[src/rtl/spi_defines.svh]
// Register offsets, field positions, reset values and widths of the serial port unit
`ifndef SPI_DEFINES_SVH
`define SPI_DEFINES_SVH

// Byte addresses on the register bus, one aligned word each
`define OFS_CONTROL_ONE 5'h00
`define OFS_CONTROL_TWO 5'h04
`define OFS_BIT_RATE 5'h08
`define OFS_FLAG_STATUS 5'h0c
`define OFS_COMPARE 5'h10
`define OFS_SHIFT_DATA 5'h14

// Control one fields
`define C1_RX_FAULT_IRQ_EN 7
`define C1_UNIT_ENABLE 6
`define C1_TX_EMPTY_IRQ_EN 5
`define C1_MASTER_SELECT 4
`define C1_CLOCK_POLARITY 3
`define C1_CLOCK_PHASE 2
`define C1_SELECT_OUTPUT_EN 1
`define C1_LSB_FIRST 0

// Control two fields
`define C2_MATCH_IRQ_EN 7
`define C2_FAULT_DETECT_EN 4
`define C2_SHARED_PIN_OUTPUT_EN 3
`define C2_STOP_IN_WAIT 1
`define C2_SINGLE_PIN_MODE 0
`define C2_WRITABLE 8'h9b

// Bit rate fields
`define BR_PRESCALE_HI 6
`define BR_PRESCALE_LO 4
`define BR_RATE_HI 3
`define BR_RATE_LO 0
`define BR_WRITABLE 8'h7f

// Status fields
`define ST_RX_FULL 7
`define ST_MATCH 6
`define ST_TX_EMPTY 5
`define ST_FAULT 4

// Reset values
`define RST_CONTROL_ONE 8'h04
`define RST_CONTROL_TWO 8'h00
`define RST_BIT_RATE 8'h00
`define RST_COMPARE 8'h00

// Half bit period counter width: prescale 8 times 2 to the 15th is 2 to the 18th
`define DIV_W 19
`define LAST_EDGE 4'hf
`define LAST_BIT 3'h7

`endif

[src/rtl/spi_pkg.sv]
// Types shared by the serial port unit and its bench
package spi_pkg;

  // One bit per serial pin: clock, master out, master in, select
  typedef struct packed {
    logic sclk;
    logic mosi;
    logic miso;
    logic ss;
  } pins_t;

  typedef enum logic [0:0] {XFER_IDLE, XFER_RUN} xfer_state_t;

endpackage

[src/rtl/spi_master_slave_port.sv]
// Byte-wide serial peripheral port, master or slave, with an Avalon-MM register slave
//
// The address map and the Avalon-MM register port are this design's own decisions.
`include "spi_defines.svh"

module spi_master_slave_port (
  input wire logic clk, // 20 MHz bus clock
  input wire logic rstn, // Synchronous reset, active low
  input wire logic [4:0] address, // Byte address
  input wire logic read, // Avalon read
  input wire logic write, // Avalon write
  input wire logic [31:0] writedata, // Avalon write data
  input wire logic [3:0] byteenable, // Avalon byte enables
  output logic [31:0] readdata, // Avalon read data
  output logic waitrequest, // Avalon wait request
  input wire logic wait_mode, // Processor wait mode, same clock
  input wire spi_pkg::pins_t pin_in, // Pin levels seen from outside
  output spi_pkg::pins_t pin_out, // Pin drive values
  output spi_pkg::pins_t pin_oe_n, // Pin output enables, low drives
  output logic irq // Interrupt request
);

  // Bus slave state
  logic waitrequest_ff;
  logic [31:0] readdata_ff;
  // Registers
  logic [7:0] ctl1_ff, ctl2_ff, baud_ff, cmp_ff, tx_buf_ff, rx_buf_ff, sh_ff;
  logic rx_full_ff, match_ff, tx_empty_ff, fault_ff;
  logic arm_rx_ff, arm_match_ff, arm_tx_ff, arm_fault_ff;
  // Serial engine
  spi_pkg::pins_t sync1_ff, sync2_ff, oe_n_ff;
  spi_pkg::xfer_state_t state_ff;
  logic [3:0] edge_cnt_ff;
  logic [2:0] bit_cnt_ff;
  logic [`DIV_W-1:0] div_cnt_ff;
  logic sclk_ff, out_bit_ff, sclk_prev_ff, ss_prev_ff, ss_out_ff, irq_ff;

  // One-hot register decode, shared by reads and writes
  function automatic logic [5:0] decode(input logic [4:0] a);
    logic [5:0] hit;
    hit = 6'h00;
    unique case (a)
      `OFS_CONTROL_ONE: hit[0] = 1'b1;
      `OFS_CONTROL_TWO: hit[1] = 1'b1;
      `OFS_BIT_RATE: hit[2] = 1'b1;
      `OFS_FLAG_STATUS: hit[3] = 1'b1;
      `OFS_COMPARE: hit[4] = 1'b1;
      `OFS_SHIFT_DATA: hit[5] = 1'b1;
      default: hit = 6'h00;
    endcase
    return hit;
  endfunction

  // Bit that leaves the shift register next
  function automatic logic top_bit(input logic [7:0] v, input logic lsb);
    return lsb ? v[0] : v[7];
  endfunction

  // Shift one received bit in at the end opposite the outgoing one
  function automatic logic [7:0] shift_in(input logic [7:0] v, input logic b, input logic lsb);
    return lsb ? {b, v[7:1]} : {v[6:0], b};
  endfunction

  // Control fields
  logic en, is_master, clock_polarity, clock_phase, soe, lsb, single, frozen;
  assign en = ctl1_ff[`C1_UNIT_ENABLE];
  assign is_master = ctl1_ff[`C1_MASTER_SELECT];
  assign clock_polarity = ctl1_ff[`C1_CLOCK_POLARITY];
  assign clock_phase = ctl1_ff[`C1_CLOCK_PHASE];
  assign soe = ctl1_ff[`C1_SELECT_OUTPUT_EN];
  assign lsb = ctl1_ff[`C1_LSB_FIRST];
  assign single = ctl2_ff[`C2_SINGLE_PIN_MODE];
  // Master clock generation halts in wait mode only when asked to
  assign frozen = wait_mode & ctl2_ff[`C2_STOP_IN_WAIT];

  // Bus access happens at the edge where waitrequest is seen low
  logic bus_acc, wr_go, rd_go;
  logic [5:0] hit;
  assign bus_acc = (read | write) & ~waitrequest_ff;
  assign wr_go = write & bus_acc & byteenable[0];
  assign rd_go = read & bus_acc;
  assign hit = decode(address);

  logic [7:0] status;
  assign status = {rx_full_ff, match_ff, tx_empty_ff, fault_ff, 4'h0};

  // Half bit period in bus cycles: (prescale + 1) << rate, full period twice that
  logic [`DIV_W-1:0] half_period;
  assign half_period = `DIV_W'({1'b0, baud_ff[`BR_PRESCALE_HI:`BR_PRESCALE_LO]} + 4'h1)
                       << baud_ff[`BR_RATE_HI:`BR_RATE_LO];

  // Synchronised pin levels; only the second stage is read
  logic sclk_s, ss_s, din;
  assign sclk_s = sync2_ff.sclk;
  assign ss_s = sync2_ff.ss;
  assign din = single ? (is_master ? sync2_ff.mosi : sync2_ff.miso)
                      : (is_master ? sync2_ff.miso : sync2_ff.mosi);

  // Edge events for master (divider ticks) and slave (pin transitions)
  logic tick, slave_active, s_edge, s_lead, lead, trail, sample_ev, drive_ev, byte_done;
  assign tick = (state_ff == spi_pkg::XFER_RUN) & is_master & ~frozen
                & (div_cnt_ff == '0);
  assign slave_active = en & ~is_master & ~ss_s & ~fault_ff;
  assign s_edge = slave_active & (sclk_s != sclk_prev_ff);
  assign s_lead = s_edge & (sclk_s != clock_polarity);
  assign lead = is_master ? (tick & ~edge_cnt_ff[0]) : s_lead;
  assign trail = is_master ? (tick & edge_cnt_ff[0]) : (s_edge & ~s_lead);
  // Phase 1 drives on the leading edge, so the first edge opens bit one
  assign sample_ev = clock_phase ? trail : lead;
  assign drive_ev = clock_phase ? lead : trail;
  assign byte_done = sample_ev & (bit_cnt_ff == `LAST_BIT);

  logic [7:0] rx_byte, load_val;
  logic copy, fault_ev, m_start, s_start, load;
  assign rx_byte = shift_in(sh_ff, din, lsb);
  // A full receive buffer at byte end drops the new byte
  assign copy = byte_done & ~rx_full_ff;
  assign fault_ev = en & is_master & ctl2_ff[`C2_FAULT_DETECT_EN] & ~soe & ~ss_s;
  assign m_start = en & is_master & (state_ff == spi_pkg::XFER_IDLE) & ~tx_empty_ff
                   & ~fault_ff & ~frozen & ~fault_ev;
  assign s_start = slave_active & ss_prev_ff;
  assign load = m_start | s_start | (~is_master & byte_done);
  // An empty buffer makes the slave echo what it last received
  assign load_val = ~tx_empty_ff ? tx_buf_ff : (byte_done ? rx_byte : sh_ff);

  // Input synchronisers for all four pins
  always_ff @(posedge clk) begin
    if (!rstn) begin
      sync1_ff <= '1;
      sync2_ff <= '1;
      sclk_prev_ff <= 1'b1; // Matches the synchroniser reset, so no false edge follows
      ss_prev_ff <= 1'b1;
    end else begin
      sync1_ff <= pin_in;
      sync2_ff <= sync1_ff;
      sclk_prev_ff <= sync2_ff.sclk;
      ss_prev_ff <= sync2_ff.ss;
    end
  end

  // Avalon slave: waitrequest drops one cycle after a request, data stands with it
  always_ff @(posedge clk) begin
    if (!rstn) begin
      waitrequest_ff <= 1'b1;
      readdata_ff <= 32'h0000_0000;
    end else begin
      waitrequest_ff <= ~((read | write) & waitrequest_ff);
      if (read & waitrequest_ff) begin
        unique case (1'b1)
          hit[0]: readdata_ff <= {24'h00_0000, ctl1_ff};
          hit[1]: readdata_ff <= {24'h00_0000, ctl2_ff};
          hit[2]: readdata_ff <= {24'h00_0000, baud_ff};
          hit[3]: readdata_ff <= {24'h00_0000, status};
          hit[4]: readdata_ff <= {24'h00_0000, cmp_ff};
          hit[5]: readdata_ff <= {24'h00_0000, rx_buf_ff};
          default: readdata_ff <= 32'h0000_0000;
        endcase
      end
    end
  end

  // Control registers; a fault overrides a write in the same cycle
  always_ff @(posedge clk) begin
    if (!rstn) begin
      ctl1_ff <= `RST_CONTROL_ONE;
      ctl2_ff <= `RST_CONTROL_TWO;
      baud_ff <= `RST_BIT_RATE;
      cmp_ff <= `RST_COMPARE;
    end else begin
      if (wr_go & hit[0]) ctl1_ff <= writedata[7:0];
      if (wr_go & hit[1]) ctl2_ff <= writedata[7:0] & `C2_WRITABLE;
      if (wr_go & hit[2]) baud_ff <= writedata[7:0] & `BR_WRITABLE;
      if (wr_go & hit[4]) cmp_ff <= writedata[7:0];
      if (fault_ev) begin
        ctl1_ff[`C1_MASTER_SELECT] <= 1'b0;
        ctl2_ff[`C2_SHARED_PIN_OUTPUT_EN] <= 1'b0;
      end
    end
  end

  // Transmit buffer takes a byte only after the status read saw it empty
  always_ff @(posedge clk) begin
    if (!rstn) begin
      tx_buf_ff <= 8'h00;
    end else if (wr_go & hit[5] & tx_empty_ff & arm_tx_ff) begin
      tx_buf_ff <= writedata[7:0];
    end
  end

  // Receive buffer copy, only when the previous byte was collected
  always_ff @(posedge clk) begin
    if (!rstn) begin
      rx_buf_ff <= 8'h00;
    end else if (copy) begin
      rx_buf_ff <= rx_byte;
    end
  end

  // Status flags: clears come first so a same-cycle set wins
  always_ff @(posedge clk) begin
    if (!rstn) begin
      rx_full_ff <= 1'b0;
      match_ff <= 1'b0;
      tx_empty_ff <= 1'b1;
      fault_ff <= 1'b0;
    end else begin
      if (rd_go & hit[5] & arm_rx_ff) rx_full_ff <= 1'b0;
      if (rd_go & hit[5] & arm_match_ff) match_ff <= 1'b0;
      if (wr_go & hit[5] & tx_empty_ff & arm_tx_ff) tx_empty_ff <= 1'b0;
      if (wr_go & hit[0] & arm_fault_ff) fault_ff <= 1'b0;
      if (copy) rx_full_ff <= 1'b1;
      if (copy & (rx_byte == cmp_ff)) match_ff <= 1'b1;
      if (load & ~tx_empty_ff) tx_empty_ff <= 1'b1;
      if (fault_ev) fault_ff <= 1'b1;
    end
  end

  // Clear sequences: a status read arms each flag it sees set
  always_ff @(posedge clk) begin
    if (!rstn) begin
      arm_rx_ff <= 1'b0;
      arm_match_ff <= 1'b0;
      arm_tx_ff <= 1'b0;
      arm_fault_ff <= 1'b0;
    end else if (rd_go & hit[3]) begin
      arm_rx_ff <= rx_full_ff;
      arm_match_ff <= match_ff;
      arm_tx_ff <= tx_empty_ff;
      arm_fault_ff <= fault_ff;
    end else begin
      if (rd_go & hit[5]) arm_rx_ff <= 1'b0;
      if (rd_go & hit[5]) arm_match_ff <= 1'b0;
      if (wr_go & hit[5]) arm_tx_ff <= 1'b0;
      if (wr_go & hit[0]) arm_fault_ff <= 1'b0;
    end
  end

  // Master sequencer: sixteen clock edges per byte, aborted by fault or disable
  always_ff @(posedge clk) begin
    if (!rstn) begin
      state_ff <= spi_pkg::XFER_IDLE;
      edge_cnt_ff <= 4'h0;
    end else begin
      unique case (state_ff)
        spi_pkg::XFER_IDLE: begin
          edge_cnt_ff <= 4'h0;
          if (m_start) state_ff <= spi_pkg::XFER_RUN;
        end
        spi_pkg::XFER_RUN: begin
          if (fault_ev | ~en | ~is_master) begin
            state_ff <= spi_pkg::XFER_IDLE;
          end else if (tick) begin
            edge_cnt_ff <= edge_cnt_ff + 4'h1;
            if (edge_cnt_ff == `LAST_EDGE) state_ff <= spi_pkg::XFER_IDLE;
          end
        end
      endcase
    end
  end

  // Bit rate divider; held while frozen so the transfer resumes intact
  always_ff @(posedge clk) begin
    if (!rstn) begin
      div_cnt_ff <= '0;
    end else if (state_ff == spi_pkg::XFER_IDLE || div_cnt_ff == '0) begin
      if (!frozen) div_cnt_ff <= half_period - `DIV_W'(1);
    end else if (!frozen) begin
      div_cnt_ff <= div_cnt_ff - `DIV_W'(1);
    end
  end

  // Serial clock: idles at the polarity level, toggles on each tick
  always_ff @(posedge clk) begin
    if (!rstn) begin
      sclk_ff <= 1'b0;
    end else if (state_ff == spi_pkg::XFER_RUN && is_master && en) begin
      if (tick) sclk_ff <= ~sclk_ff;
    end else begin
      sclk_ff <= clock_polarity;
    end
  end

  // Shift register, bit counter and outgoing bit, shared by both roles
  always_ff @(posedge clk) begin
    if (!rstn) begin
      sh_ff <= 8'h00;
      bit_cnt_ff <= 3'h0;
      out_bit_ff <= 1'b0;
    end else begin
      if (load) begin
        sh_ff <= load_val;
        if (!clock_phase) out_bit_ff <= top_bit(load_val, lsb);
      end else begin
        if (sample_ev) sh_ff <= rx_byte;
        if (drive_ev) out_bit_ff <= top_bit(sh_ff, lsb);
      end
      // Slave deselect or a fresh start throws away a partial byte
      if (m_start | s_start | (~is_master & ~slave_active)) begin
        bit_cnt_ff <= 3'h0;
      end else if (sample_ev) begin
        bit_cnt_ff <= bit_cnt_ff + 3'h1;
      end
    end
  end

  // Automatic select output, low for the whole master transfer
  always_ff @(posedge clk) begin
    if (!rstn) begin
      ss_out_ff <= 1'b1;
    end else begin
      // Released together with the clock drive when the unit is disabled mid-byte
      ss_out_ff <= ~(m_start | (state_ff == spi_pkg::XFER_RUN & en & is_master
                                & ~fault_ev));
    end
  end

  // Output enables; a fault floats every pin until it is cleared
  always_ff @(posedge clk) begin
    if (!rstn) begin
      oe_n_ff <= '1;
    end else begin
      oe_n_ff.sclk <= ~(en & is_master & ~fault_ff & ~fault_ev);
      oe_n_ff.mosi <= ~(en & is_master & ~fault_ff & ~fault_ev
                        & (~single | ctl2_ff[`C2_SHARED_PIN_OUTPUT_EN]));
      oe_n_ff.miso <= ~(slave_active & ~single
                        | slave_active & ctl2_ff[`C2_SHARED_PIN_OUTPUT_EN]);
      oe_n_ff.ss <= ~(en & is_master & ~fault_ff & ~fault_ev
                      & ctl2_ff[`C2_FAULT_DETECT_EN] & soe);
    end
  end

  // Interrupt request from enabled flags, only while the unit is enabled
  always_ff @(posedge clk) begin
    if (!rstn) begin
      irq_ff <= 1'b0;
    end else begin
      irq_ff <= en & ((ctl1_ff[`C1_RX_FAULT_IRQ_EN] & (rx_full_ff | fault_ff))
                | (ctl1_ff[`C1_TX_EMPTY_IRQ_EN] & tx_empty_ff)
                | (ctl2_ff[`C2_MATCH_IRQ_EN] & match_ff));
    end
  end

  // Every output straight from a flip-flop
  assign readdata = readdata_ff;
  assign waitrequest = waitrequest_ff;
  assign pin_out = '{sclk: sclk_ff, mosi: out_bit_ff, miso: out_bit_ff, ss: ss_out_ff};
  assign pin_oe_n = oe_n_ff;
  assign irq = irq_ff;

endmodule

[config.mk]
export PLATFORM = sky130hd
export DESIGN_NAME = spi_master_slave_port
export DESIGN_NICKNAME = d
export VERILOG_FILES = /design/src/rtl/spi_pkg.sv /design/src/rtl/spi_master_slave_port.sv
export VERILOG_INCLUDE_DIRS = /design/src /design/src/rtl
export SDC_FILE = /design/constraint.sdc
export NUM_CORES = 1
export LEC_CHECK = 0
export BUFFER_PORTS_ARGS = -buffer_cell sky130_fd_sc_hd__buf_4
export CORE_MARGIN = 2
export CORE_UTILIZATION = 35
export DETAILED_ROUTE_END_ITERATION = 8
export PLACE_DENSITY_LB_ADDON = 0.2
export SETUP_SLACK_MARGIN = 0.5
export SLEW_MARGIN = 0
export SYNTH_ARGS = -nofsm -noshare
export SYNTH_HDL_FRONTEND = slang
export SYNTH_SLANG_ARGS = --single-unit
[constraint.sdc]
create_clock -name clk -period 2.98 [get_ports clk]
set_input_delay 0.298 -clock clk [delete_from_list [all_inputs] [get_ports clk]]
set_output_delay 0.298 -clock clk [all_outputs]
set_load 0.03 [all_outputs]
Yosys cells after proc, flatten, opt, wreduce, memory -nomap -nowiden
Index checks and enable logic that the tools add are counted.

Register bits after elaboration: 138. Output and inout port bits: 42. Input port bits: 50.

Shifts and indexed selects: 1. Bitwise operators: 95. Multiplexer cells: 50. Reductions and logical operators: 19. Add/sub/neg operators: 5. Equal/unequal tests: 15.

Operator list (count): $and 1x1->1 (60); $mux 19 (3); $pmux 8 s6 (1); $mux 8 (5); $sub 19x1->19 const B (2); $mux 1 (37); $not 1->1 (23); $logic_not 19->1 (1); $shl 4x4->19 (1); $reduce_bool 2->1 (8); $or 1x1->1 (12); $eq 5x4->1 const B (2); $eq 5x5->1 const B (2); $eq 8x8->1 (1); $mux 4 (2); $pmux 4 s2 (1); $ne 2x2->1 const B (3); $reduce_and 2->1 (3); $reduce_or 2->1 (3); $eq 5x3->1 const B (1); $logic_not 5->1 (1); $add 3x1->4 const B (1); $add 4x1->4 const B (1); $eq 4x4->1 const B (1); 8 further kinds (10).

Depth between registers and ports, before layout
Gate-level depths: netlist of the first run.

Depth in word-level cells: 16. Mapped depth: 12. Mapped depth without buffers: 10.

Worst setup path before layout of the first run
Ideal clock, no wire load.

Path type: reg-to-reg. Start: register div_cnt_ff[3]. End: register div_cnt_ff[6]. Required time: 2843 ps. Path slack: 300 ps. Data arrival time: 2543 ps. Clock period less this slack: 2680 ps. Cell stages (with the launch flop): 13. Cell sequence: dfxtp_1 nor4_1 nand4_1 o21a_1 buf_6 clkbuf_1 nor3_1 a32oi_1 ha_1 nand4_1 a211oi_1 a311oi_1 a211oi_1.

Cells in the longest elaborated chain, start to end: 3. Elaborated cells between the ends (all ways): 5.

Ends and longest elaborated chain: from (decl) (line spi_master_slave_port.sv:35) `` logic [`DIV_W-1:0] div_cnt_ff; ``; from (signal assigned) (line spi_master_slave_port.sv:266) `` if (!frozen) div_cnt_ff <= half_period - `DIV_W'(1); ``; from (signal assigned) (line spi_master_slave_port.sv:268) `` div_cnt_ff <= div_cnt_ff - `DIV_W'(1); ``; $sub 19x1->19 / $logic_not 19->1 (equally long branches) (line spi_master_slave_port.sv:268, spi_master_slave_port.sv:265); $mux 19 / $logic_or 1x1->1 (equally long branches) (line spi_master_slave_port.sv:267, spi_master_slave_port.sv:265); $mux 19 (*) (line spi_master_slave_port.sv:265) `end else if (state_ff == spi_pkg::XFER_IDLE || div_cnt_ff == '0) begin`.

Every way passes the cells marked *; elsewhere a longest branch is shown, timed or not. The select of a mux whose other input is x is not followed. A chain may end at the register's enable or synchronous reset.

Final worst setup path of the first run
Start: register div_cnt_ff[7]. End: register div_cnt_ff[17].

Same word-level chain as after synthesis.

==> results of run 1 <==
==> layer usage <==
metal | vias to the layer above | wire length, µm | track usage
li1 | 2971 | - | -
met1 | 2923 | 9820 | 0.302
met2 | 212 | 8540 | 0.293
met3 | 20 | 1230 | 0.0333
met4 | 0 | 315 | 0.0687
met5 | - | 0 | 0
==> final timing paths <==
path | from | to | cells after the start
max | div_cnt_ff[7]$_SDFFE_PN0N_ | div_cnt_ff[17]$_SDFFE_PN0N_ | 9
min reg2reg | sync1_ff[3]$_SDFF_PN1_ | sclk_s$_SDFF_PN1_ | 1
max reg2reg | div_cnt_ff[7]$_SDFFE_PN0N_ | div_cnt_ff[17]$_SDFFE_PN0N_ | 9
min | pin_in[1] | sync1_ff[1]$_SDFF_PN1_ | 2
==> stage by stage <==
step | total power (µW) | util | hold WS (ps) | area [µm²] | instances
floorplan | 1690 | - | 386 | 6420 | 808
global placement | 1740 | 0.388 | 389 | 6930 | 1046
detailed placement | 1740 | 0.388 | 391 | 6930 | 1046
CTS | 3790 | 0.445 | 40.1 | 7950 | 1100
global route | 3870 | 0.463 | 49.5 | 8260 | 1116
finish | 3760 | 0.463 | 53.0 | 8260 | 1116
==> registers in the layout, indices dropped and copies added, names as in the netlist, 5 cells and up <==
name,cells
cmp_ff,8
readdata,8
ctl2_ff,5
baud_ff,7
ctl1_ff,8
div_cnt_ff,19
tx_buf_ff,8
rx_buf_ff,8
sh_ff,8
==> what timing repair did <==
item,CTS,global route
gates resized for setup,42,48
setup buffers,23,15
endpoints found under the setup margin,32,34
cloned,0,1
hold endpoints to repair,0,0
pin swaps,23,34
==> cells in the final DEF (no fill, tap or decap), types with 11 or more instances in the layout <==
| master | n |
|---|---|
| a22oi_1 | 18 |
| and2_1 | 14 |
| inv_1 | 15 |
| buf_6 | 13 |
| conb_1 | 24 |
| nand2b_1 | 18 |
| a21oi_1 | 58 |
| mux2i_1 | 32 |
| nor3_1 | 17 |
| nand2_1 | 97 |
| nand3_1 | 39 |
| o21ai_0 | 12 |
| dfxtp_1 | 104 |
| xor2_1 | 14 |
| nand4_1 | 11 |
| nor2_1 | 78 |
| clkbuf_16 | 18 |
| buf_4 | 104 |
==> layout make-up <==
type / instances / area (µm²) / area share
Multi-Input combinational cell: 606 / 4030 / 0.488
Clock inverter: 11 / 129 / 0.0156
Clock buffer: 20 / 467 / 0.0565
Timing Repair Buffer: 120 / 992 / 0.120
Tap cell: 229 / 287 / 0.0347
Inverter: 16 / 60.1 / 0.00727
Sequential cell: 114 / 2300 / 0.278
==> power by group through the flow <==
stage / Combinational (µW) / Clock (µW) / Sequential [µW]
global route: 181 / 2150 / 1540
global placement: 162 / 0 / 1570
CTS: 167 / 2090 / 1540
finish: 171 / 2050 / 1540
floorplan: 122 / 0 / 1570
detailed placement: 162 / 0 / 1570
==> logic make-up (layout without fill, tap and decap cells) <==
family                     after synthesis  after routing  share of synthesized area
xor gates and xnor gates                23             23                     0.0319
AOI/OAI and AO/OA                      182            182                      0.204
other                                    1             24                   0.000593
buffers and inverters                   88            167                     0.0713
and+or+nand+nor                        332            332                      0.256
muxes                                   40             40                     0.0661
DFF                                    114            114                      0.361
adders and majority gates                5              5                    0.00990
==> impl_metrics.toml, run 1 <==
[outcome]
status = "finished clean"

[worst_hold_path]
hold_class = "in2reg"

[synth]
async_reset_ff_frac = 0
synth_top_cells_by_area = "dfxtp_1 (36%), nand2_1 (5.8%), mux2i_1 (5.5%)"
synth_largest_type_area_fraction = 0.361
synth_edf_count = 0
syn_inst = 785
synth.most_common_cell = "dfxtp_1"
yosys.area.top_type = "dfxtp_1"
synth_seq_area_share = 0.361
synth.ff_latch_count = 114
synthTopCellsByCount = "dfxtp_1 (114), nand2_1 (97), nor2_1 (85)"
syn-mean-instance-area_um2 = 8.05
synth.cell_area_um2 = 6320
yosys_warnings = 0
synthFlopType = "dfxtp_1"
ys_types = 72

[drt]
detailedRoute.firstPassIterationCount = 5
drt_first_iter_violations = 609
ant_nets = 0
routed_via_density = 5.49
via_count = 6126
final_routed_wirelength_across_all_metal_layers_um = 19900
drc_violations_left = 0
route.detailed.wl_per_inst_um = 17.8

[worst_setup_path]
critical_path.max_stage_delay_ps = 560
timing.critical_path.mode_cell = "buf_6"
required_ps = 3280
crit_buf_inv = 2
crit_family = "simple AND/OR/NAND/NOR gates"
setup.worst_path.class = "reg2reg"
worst_setup_path_end_kind = "flop"
crit_arrival_ps = 2870
critical_path.startpoint_type = "flop"
crit_chain = "or4_4 > buf_6 > o21a_4 > o31ai_4 > buf_6 > nand4_4 > or4_1 > nand3_1 > a21oi_1"
r2r_setup_slack_ps = 410
critPathMaxFanout = 8
crit_path_top_delay_cell = "or4_4"

[pwr]
cellLeakagePower_uw = 0.00310
clkPwrFrac = 0.545
pd_cells_nw_per_um2 = 455
intPower_uw = 2870
power.net_switching_uw = 885
peakVddDrop_mv = 0.413
share_comb_of_total_power = 0.045
share_seq_of_total_power = 0.410
fraction_of_power_spent_switching_nets = 0.235

[timing]
number_of_pins_exceeding_their_max_slew_limit_in_the_final_report = 0
setup_repair_after_global_routing_missed_its_margin = "yes"
timing.final.hold_violations = 0
tightest_slew_ps = 647
relSlewSlack = 0.564
fin_setup_tns_ps = 0
final_period_minus_worst_setup_slack_ps = 2570
fmax_mhz = 389
timing.final.setup_violations = 0
final.setup_skew_ps = 7.33
postLayoutSetupSlackWorst_ps = 408
final.period_utilization = 0.863

[placed_design]
placement.setup.worst_slack_ps = 137
gp_routability_congestion = 0.899
port-buffer-count = 40
dpl.hpwl_um = 13700

[clock_network]
cts_hold_repair.buffers = 0
htreeDepth = 4
cts_inserted_buffers = 17
clkTransAtPathRegs_ps = 60
cts_sinks = 114
clock_tree_from_tritoncts = "done"
cts_max_path_buffers = 2
cts_root_buffer = "clkbuf_16"
worst_skew_pair.late_latency_ps = 420

[die]
placement_rows = 49
die_h_um = 138
pin_count = 92
die-width_um = 138
start_util = 0.354
placeableCoreArea_um2 = 17800
die-area_um2 = 19200

[cells_and_area]
fraction_of_layout_cells_with_a_size_suffix_above_1 = 0.267
antenna_cells = 0
n_fill_cell = 1726
layout.nets = 930
area.growth.synth_to_final_pct = 30.7

[global_route]
grt_max_degree = 37
grt_remaining_overflow = 0
antenna_found_initial = 0
grt_pass1_wl_um = 30800
number_of_global_route_vias_before_repair = 5547
global_route.usage.total = 0.202

[flow_run]
drv_cap = 0
Note: power is estimated with default switching activity, not from simulation.
==> inputs of run 2 (changes only) <==
clock period = 2.5 ns   (was 2.98 ns; I/O delays follow)
==> impl_metrics.toml, run 2 (synthesis results as in run 1) <==
[worst_setup_path]
critPathMaxFanout = 7
crit_buf_inv = 4
crit_arrival_ps = 2900
setup.worst_path.class = "reg2reg"
crit_path_top_delay_cell = "dfxtp_2"
crit_family = "simple AND/OR/NAND/NOR gates"
worst_setup_path_end_kind = "flop"
r2r_setup_slack_ps = -100
critical_path.max_stage_delay_ps = 340
required_ps = 2800
crit_chain = "nor4_4 > buf_4 > nand4_1 > buf_4 > o21ai_4 > buf_12 > mux2i_2 > nand4_1 > buf_4 > nor4_4 > xor2_1 > o21ai_1"
timing.critical_path.mode_cell = "buf_4"
critical_path.startpoint_type = "flop"

[outcome]
status = "finished with violations"
failed_checks = "setup timing"

[cells_and_area]
area.growth.synth_to_final_pct = 38.8
layout.cells.most_common = "buf_4"
register_area_um2 = 2290
layout.nets = 992
n_fill_cell = 1728
layout_common_cells = "buf_4 (158), dfxtp_1 (107), nand2_1 (96), nor2_1 (79), a21oi_1 (57)"
fraction_of_layout_cells_with_a_size_suffix_above_1 = 0.309
largest_register_ffs = 19
footprint_of_the_multi_input_gates_um2 = 4040
utilization_after_layout = 0.492
max_flop_register = "div_cnt_ff"
antenna_cells = 0

[global_route]
grt_remaining_overflow = 0
global_route.usage.total = 0.211
antenna_found_initial = 0
grt_pass1_wl_um = 32200
grt_max_degree = 76
number_of_global_route_vias_before_repair = 5873

[die]
start_util = 0.354
placement_rows = 49
pin_count = 92
die_h_um = 138
die-width_um = 138
die-area_um2 = 19200
placeableCoreArea_um2 = 17800

[timing]
fmax_mhz = 385
tightest_slew_ps = 536
fin_setup_tns_ps = -620
hold_ws_ps = 35.1
setup_repair_after_global_routing_missed_its_margin = "yes"
timing.final.hold_violations = 0
relSlewSlack = 0.641
timing.final.setup_violations = 16
number_of_pins_exceeding_their_max_slew_limit_in_the_final_report = 0
postLayoutSetupSlackWorst_ps = -99.5
final.period_utilization = 1.04
final_period_minus_worst_setup_slack_ps = 2600
final.setup_skew_ps = 9.54

[pwr]
peakVddDrop_mv = 0.459
pd_cells_nw_per_um2 = 506
design_power_total_uw = 4440
cellLeakagePower_uw = 0.00343

[flow_run]
drv_cap = 0

[drt]
drc_violations_left = 0
ant_nets = 0
final_routed_wirelength_across_all_metal_layers_um = 20200
detailedRoute.firstPassIterationCount = 7
via_count = 6286
routed_via_density = 5.33
drt_first_iter_violations = 553
route.detailed.wl_per_inst_um = 17.2

[clock_network]
cts_inserted_buffers = 17
worst_skew_pair.late_latency_ps = 420
cts_max_path_buffers = 2
cts_sinks = 114
cts_root_buffer = "clkbuf_16"
clkTransAtPathRegs_ps = 60
clock_tree_from_tritoncts = "done"
htreeDepth = 4

[placed_design]
dpl.hpwl_um = 14600
port-buffer-count = 40
gp_routability_congestion = 0.900
placement.setup.worst_slack_ps = -270

[worst_hold_path]
hold_class = "in2reg"
## run 2: worst register-to-register path, cell delays in order (launching register included)
cell and delay [ps]:
dfxtp_2 340, nor4_4 290, buf_4 150, nand4_1 120
buf_4 190, o21ai_4 140, buf_12 160, mux2i_2 240
nand4_1 190, buf_4 200, nor4_4 240, xor2_1 160
o21ai_1 60
## run 2: stage by stage
stage / std cells / area, µm²
3_5_place_dp: 1125 / 7710
5_1_grt: 1179 / 8770
2_1_floorplan: 808 / 6580
3_3_place_gp: 1125 / 7710
4_1_cts: 1173 / 8590
6_report: 1179 / 8770
## run 2: final timing paths
check | to | cells past startpoint | from
worst min-delay path | waitrequest$_SDFF_PN1_ | 2 | write
worst max-delay path | div_cnt_ff[18]$_SDFFE_PN0N_ | 12 | div_cnt_ff[0]$_SDFFE_PN0N_
worst max register to register | div_cnt_ff[18]$_SDFFE_PN0N_ | 12 | div_cnt_ff[0]$_SDFFE_PN0N_
worst min register to register | sync2_ff[1]$_SDFF_PN1_ | 1 | sync1_ff[1]$_SDFF_PN1_
## run 2: timing repair
action | in CTS | in global routing
endpoints found under the hold margin | 4 | 0
endpoints found under the setup margin | 47 | 46
gates resized for setup | 31 | 30
hold buffers | 4 | 0
gates cloned | 1 | 0
setup buffers | 11 | 6
pin swaps | 11 | 15
## run 2: area by class of cell
class                      instances  share of cell area
tap                              229              0.0327
multi-input combinational        606               0.461
clock inverter                    13              0.0143
timing repair buffer             182               0.173
inverter                          16             0.00685
sequential                       114               0.261
clock buffer                      19              0.0516
## run 2: per-layer routing
| metal | share of wire | vias up | GRT usage | routed length (µm) |
|---|---|---|---|---|
| met2 | 0.44 | 213 | 0.317 | 8970 |
| met3 | 0.058 | 24 | 0.0398 | 1170 |
| met4 | 0.014 | 0 | 0.0596 | 286 |
| met1 | 0.48 | 2958 | 0.309 | 9810 |
| li1 | - | 3091 | - | - |
| met5 | 0 | - | 0 | 0 |
## run 2: where the power goes
part / total (µW) / switching (µW) / internal (µW)
Sequential: 1830 / 6.92 / 1830
Clock: 2390 / 953 / 1430
Combinational: 216 / 150 / 65.5
Total: 4440 / 1110 / 3330
==> inputs of run 3 (changes only) <==
clock period = 3.23 ns   (was 2.5 ns; I/O delays follow)
==> impl_metrics.toml, run 3 (synthesis results as in run 1) <==
[die]
pin_count = 92
die_h_um = 138
placeableCoreArea_um2 = 17800
start_util = 0.354
die-area_um2 = 19200
placement_rows = 49
die-width_um = 138

[global_route]
number_of_global_route_vias_before_repair = 5531
antenna_found_initial = 0
global_route.usage.total = 0.199
grt_max_degree = 76
grt_remaining_overflow = 0
grt_pass1_wl_um = 30500

[cells_and_area]
antenna_cells = 0
max_flop_register = "div_cnt_ff"
largest_register_ffs = 19
layout.nets = 900
area.growth.synth_to_final_pct = 22.9
footprint_of_the_multi_input_gates_um2 = 3830
register_area_um2 = 2290
n_fill_cell = 1772
layout_common_cells = "dfxtp_1 (106), nand2_1 (97), buf_4 (87), nor2_1 (83), a21oi_1 (63)"
layout.cell_area.non_filler_um2 = 7770
fraction_of_layout_cells_with_a_size_suffix_above_1 = 0.203
layout.cells.most_common = "dfxtp_1"
final_cell_count_no_fill = 1087

[timing]
timing.final.setup_violations = 0
hold_ws_ps = 87.2
final.period_utilization = 0.842
fmax_mhz = 368
final_period_minus_worst_setup_slack_ps = 2720
number_of_pins_exceeding_their_max_slew_limit_in_the_final_report = 0
fin_setup_tns_ps = 0
final.setup_skew_ps = 8.33
relSlewSlack = 0.407
timing.final.hold_violations = 0
tightest_slew_ps = 889
setup_repair_after_global_routing_missed_its_margin = "yes"

[pwr]
design_power_total_uw = 3470
cellLeakagePower_uw = 0.00287
peakVddDrop_mv = 0.413
pd_cells_nw_per_um2 = 446

[drt]
routed_via_density = 5.45
drt_first_iter_violations = 642
drc_violations_left = 0
via_count = 5926
detailedRoute.firstPassIterationCount = 5
final_routed_wirelength_across_all_metal_layers_um = 19300
ant_nets = 0
route.detailed.wl_per_inst_um = 17.7

[clock_network]
clock_tree_from_tritoncts = "done"
cts_root_buffer = "clkbuf_16"
clkTransAtPathRegs_ps = 60
cts_max_path_buffers = 2
cts_hold_repair.buffers = 0
htreeDepth = 4
worst_skew_pair.late_latency_ps = 420
cts_sinks = 114
cts_inserted_buffers = 17

[worst_setup_path]
critPathMaxFanout = 4
r2r_setup_slack_ps = 510
worst_setup_path_end_kind = "flop"
crit_arrival_ps = 2980
worst_r2r_startpoint = "baud_ff[4]$_SDFFE_PN0P_"
required_ps = 3490
setup.worst_path.class = "reg2reg"
critical_path.startpoint_type = "flop"
r2r_cells = 9
regToRegEndpoint = "div_cnt_ff[17]$_SDFFE_PN0N_"

[placed_design]
dp.cells = 1040
dpl.hpwl_um = 13600
post_place_instance_area_um2 = 6870
port-buffer-count = 40
gp_routability_congestion = 0.893

[outcome]
status = "finished clean"

[worst_hold_path]
whs_endpoint = "sync1_ff[2]$_SDFF_PN1_"
timing.hold.worst.start = "pin_in[2]"
hold_class = "in2reg"
hold_path_depth = 2

[flow_run]
drv_cap = 0
[run 3: cell count changes in the layout (fill, tap and decap cells not counted), sizes merged]
| cell | delta |
|---|---|
| buf | -88 |
| clkinv | -1 |
| dlygate4sd3 | -4 |
| clkbuf | -1 |
| clkinvlp | +2 |
| bufinv | +1 |
| inv | -1 |
[run 3: where the power goes]
part / internal [µW] / switching (µW)
combinational: 40.0 / 112
sequential: 1410 / 5.71
clock: 1160 / 731
[run 3: critical path: stages, from the launching register on]
cell,delay (ps)
dfxtp_1,310
ha_1,230
xor2_1,200
o21ai_0,280
a31oi_1,240
a311oi_2,390
nand4_1,250
or4_1,510
nand3_1,90
a21oi_1,60
[run 3: metrics by stage]
stage / utilization / setup WS [ps]
after CTS: 0.424 / 480
after detailed placement: 0.385 / 326
after global placement: 0.385 / 313
after floorplan: - / 550
after global routing: 0.436 / 349
final: 0.436 / 511
[run 3: area by class of cell]
type,instances,share of cell area
inverters,16,0.00773
repair buffers,90,0.0907
clock buffers,18,0.0565
multi-input cells,606,0.493
well taps,229,0.0369
clock inverters,14,0.0198
flip-flops and latches,114,0.295
[run 3: worst max path at each step]
stage               slack, ps                        from                           to
floorplan                 550  div_cnt_ff[3]$_SDFFE_PN0N_   div_cnt_ff[6]$_SDFFE_PN0N_
global placement          310  div_cnt_ff[5]$_SDFFE_PN0N_  div_cnt_ff[17]$_SDFFE_PN0N_
detailed placement        330  div_cnt_ff[5]$_SDFFE_PN0N_  div_cnt_ff[13]$_SDFFE_PN0N_
CTS                       480  div_cnt_ff[7]$_SDFFE_PN0N_        sh_ff[2]$_SDFFE_PN0P_
global route              350     baud_ff[4]$_SDFFE_PN0P_  div_cnt_ff[17]$_SDFFE_PN0N_
finish                    510     baud_ff[4]$_SDFFE_PN0P_  div_cnt_ff[17]$_SDFFE_PN0N_
[run 3: metal layers]
metal / track usage / vias to the layer above / share of wire
met5: 0 / - / 0
li1: - / 2906 / -
met4: 0.0628 / 0 / 0.012
met3: 0.0405 / 14 / 0.060
met2: 0.279 / 186 / 0.43
met1: 0.303 / 2820 / 0.50
[run 3: what timing repair did]
item,4_1_cts,5_1_grt
setup buffers,5,10
resized for setup,13,23
pin swaps,3,15
gates cloned,0,0
endpoints found under the setup margin,15,29
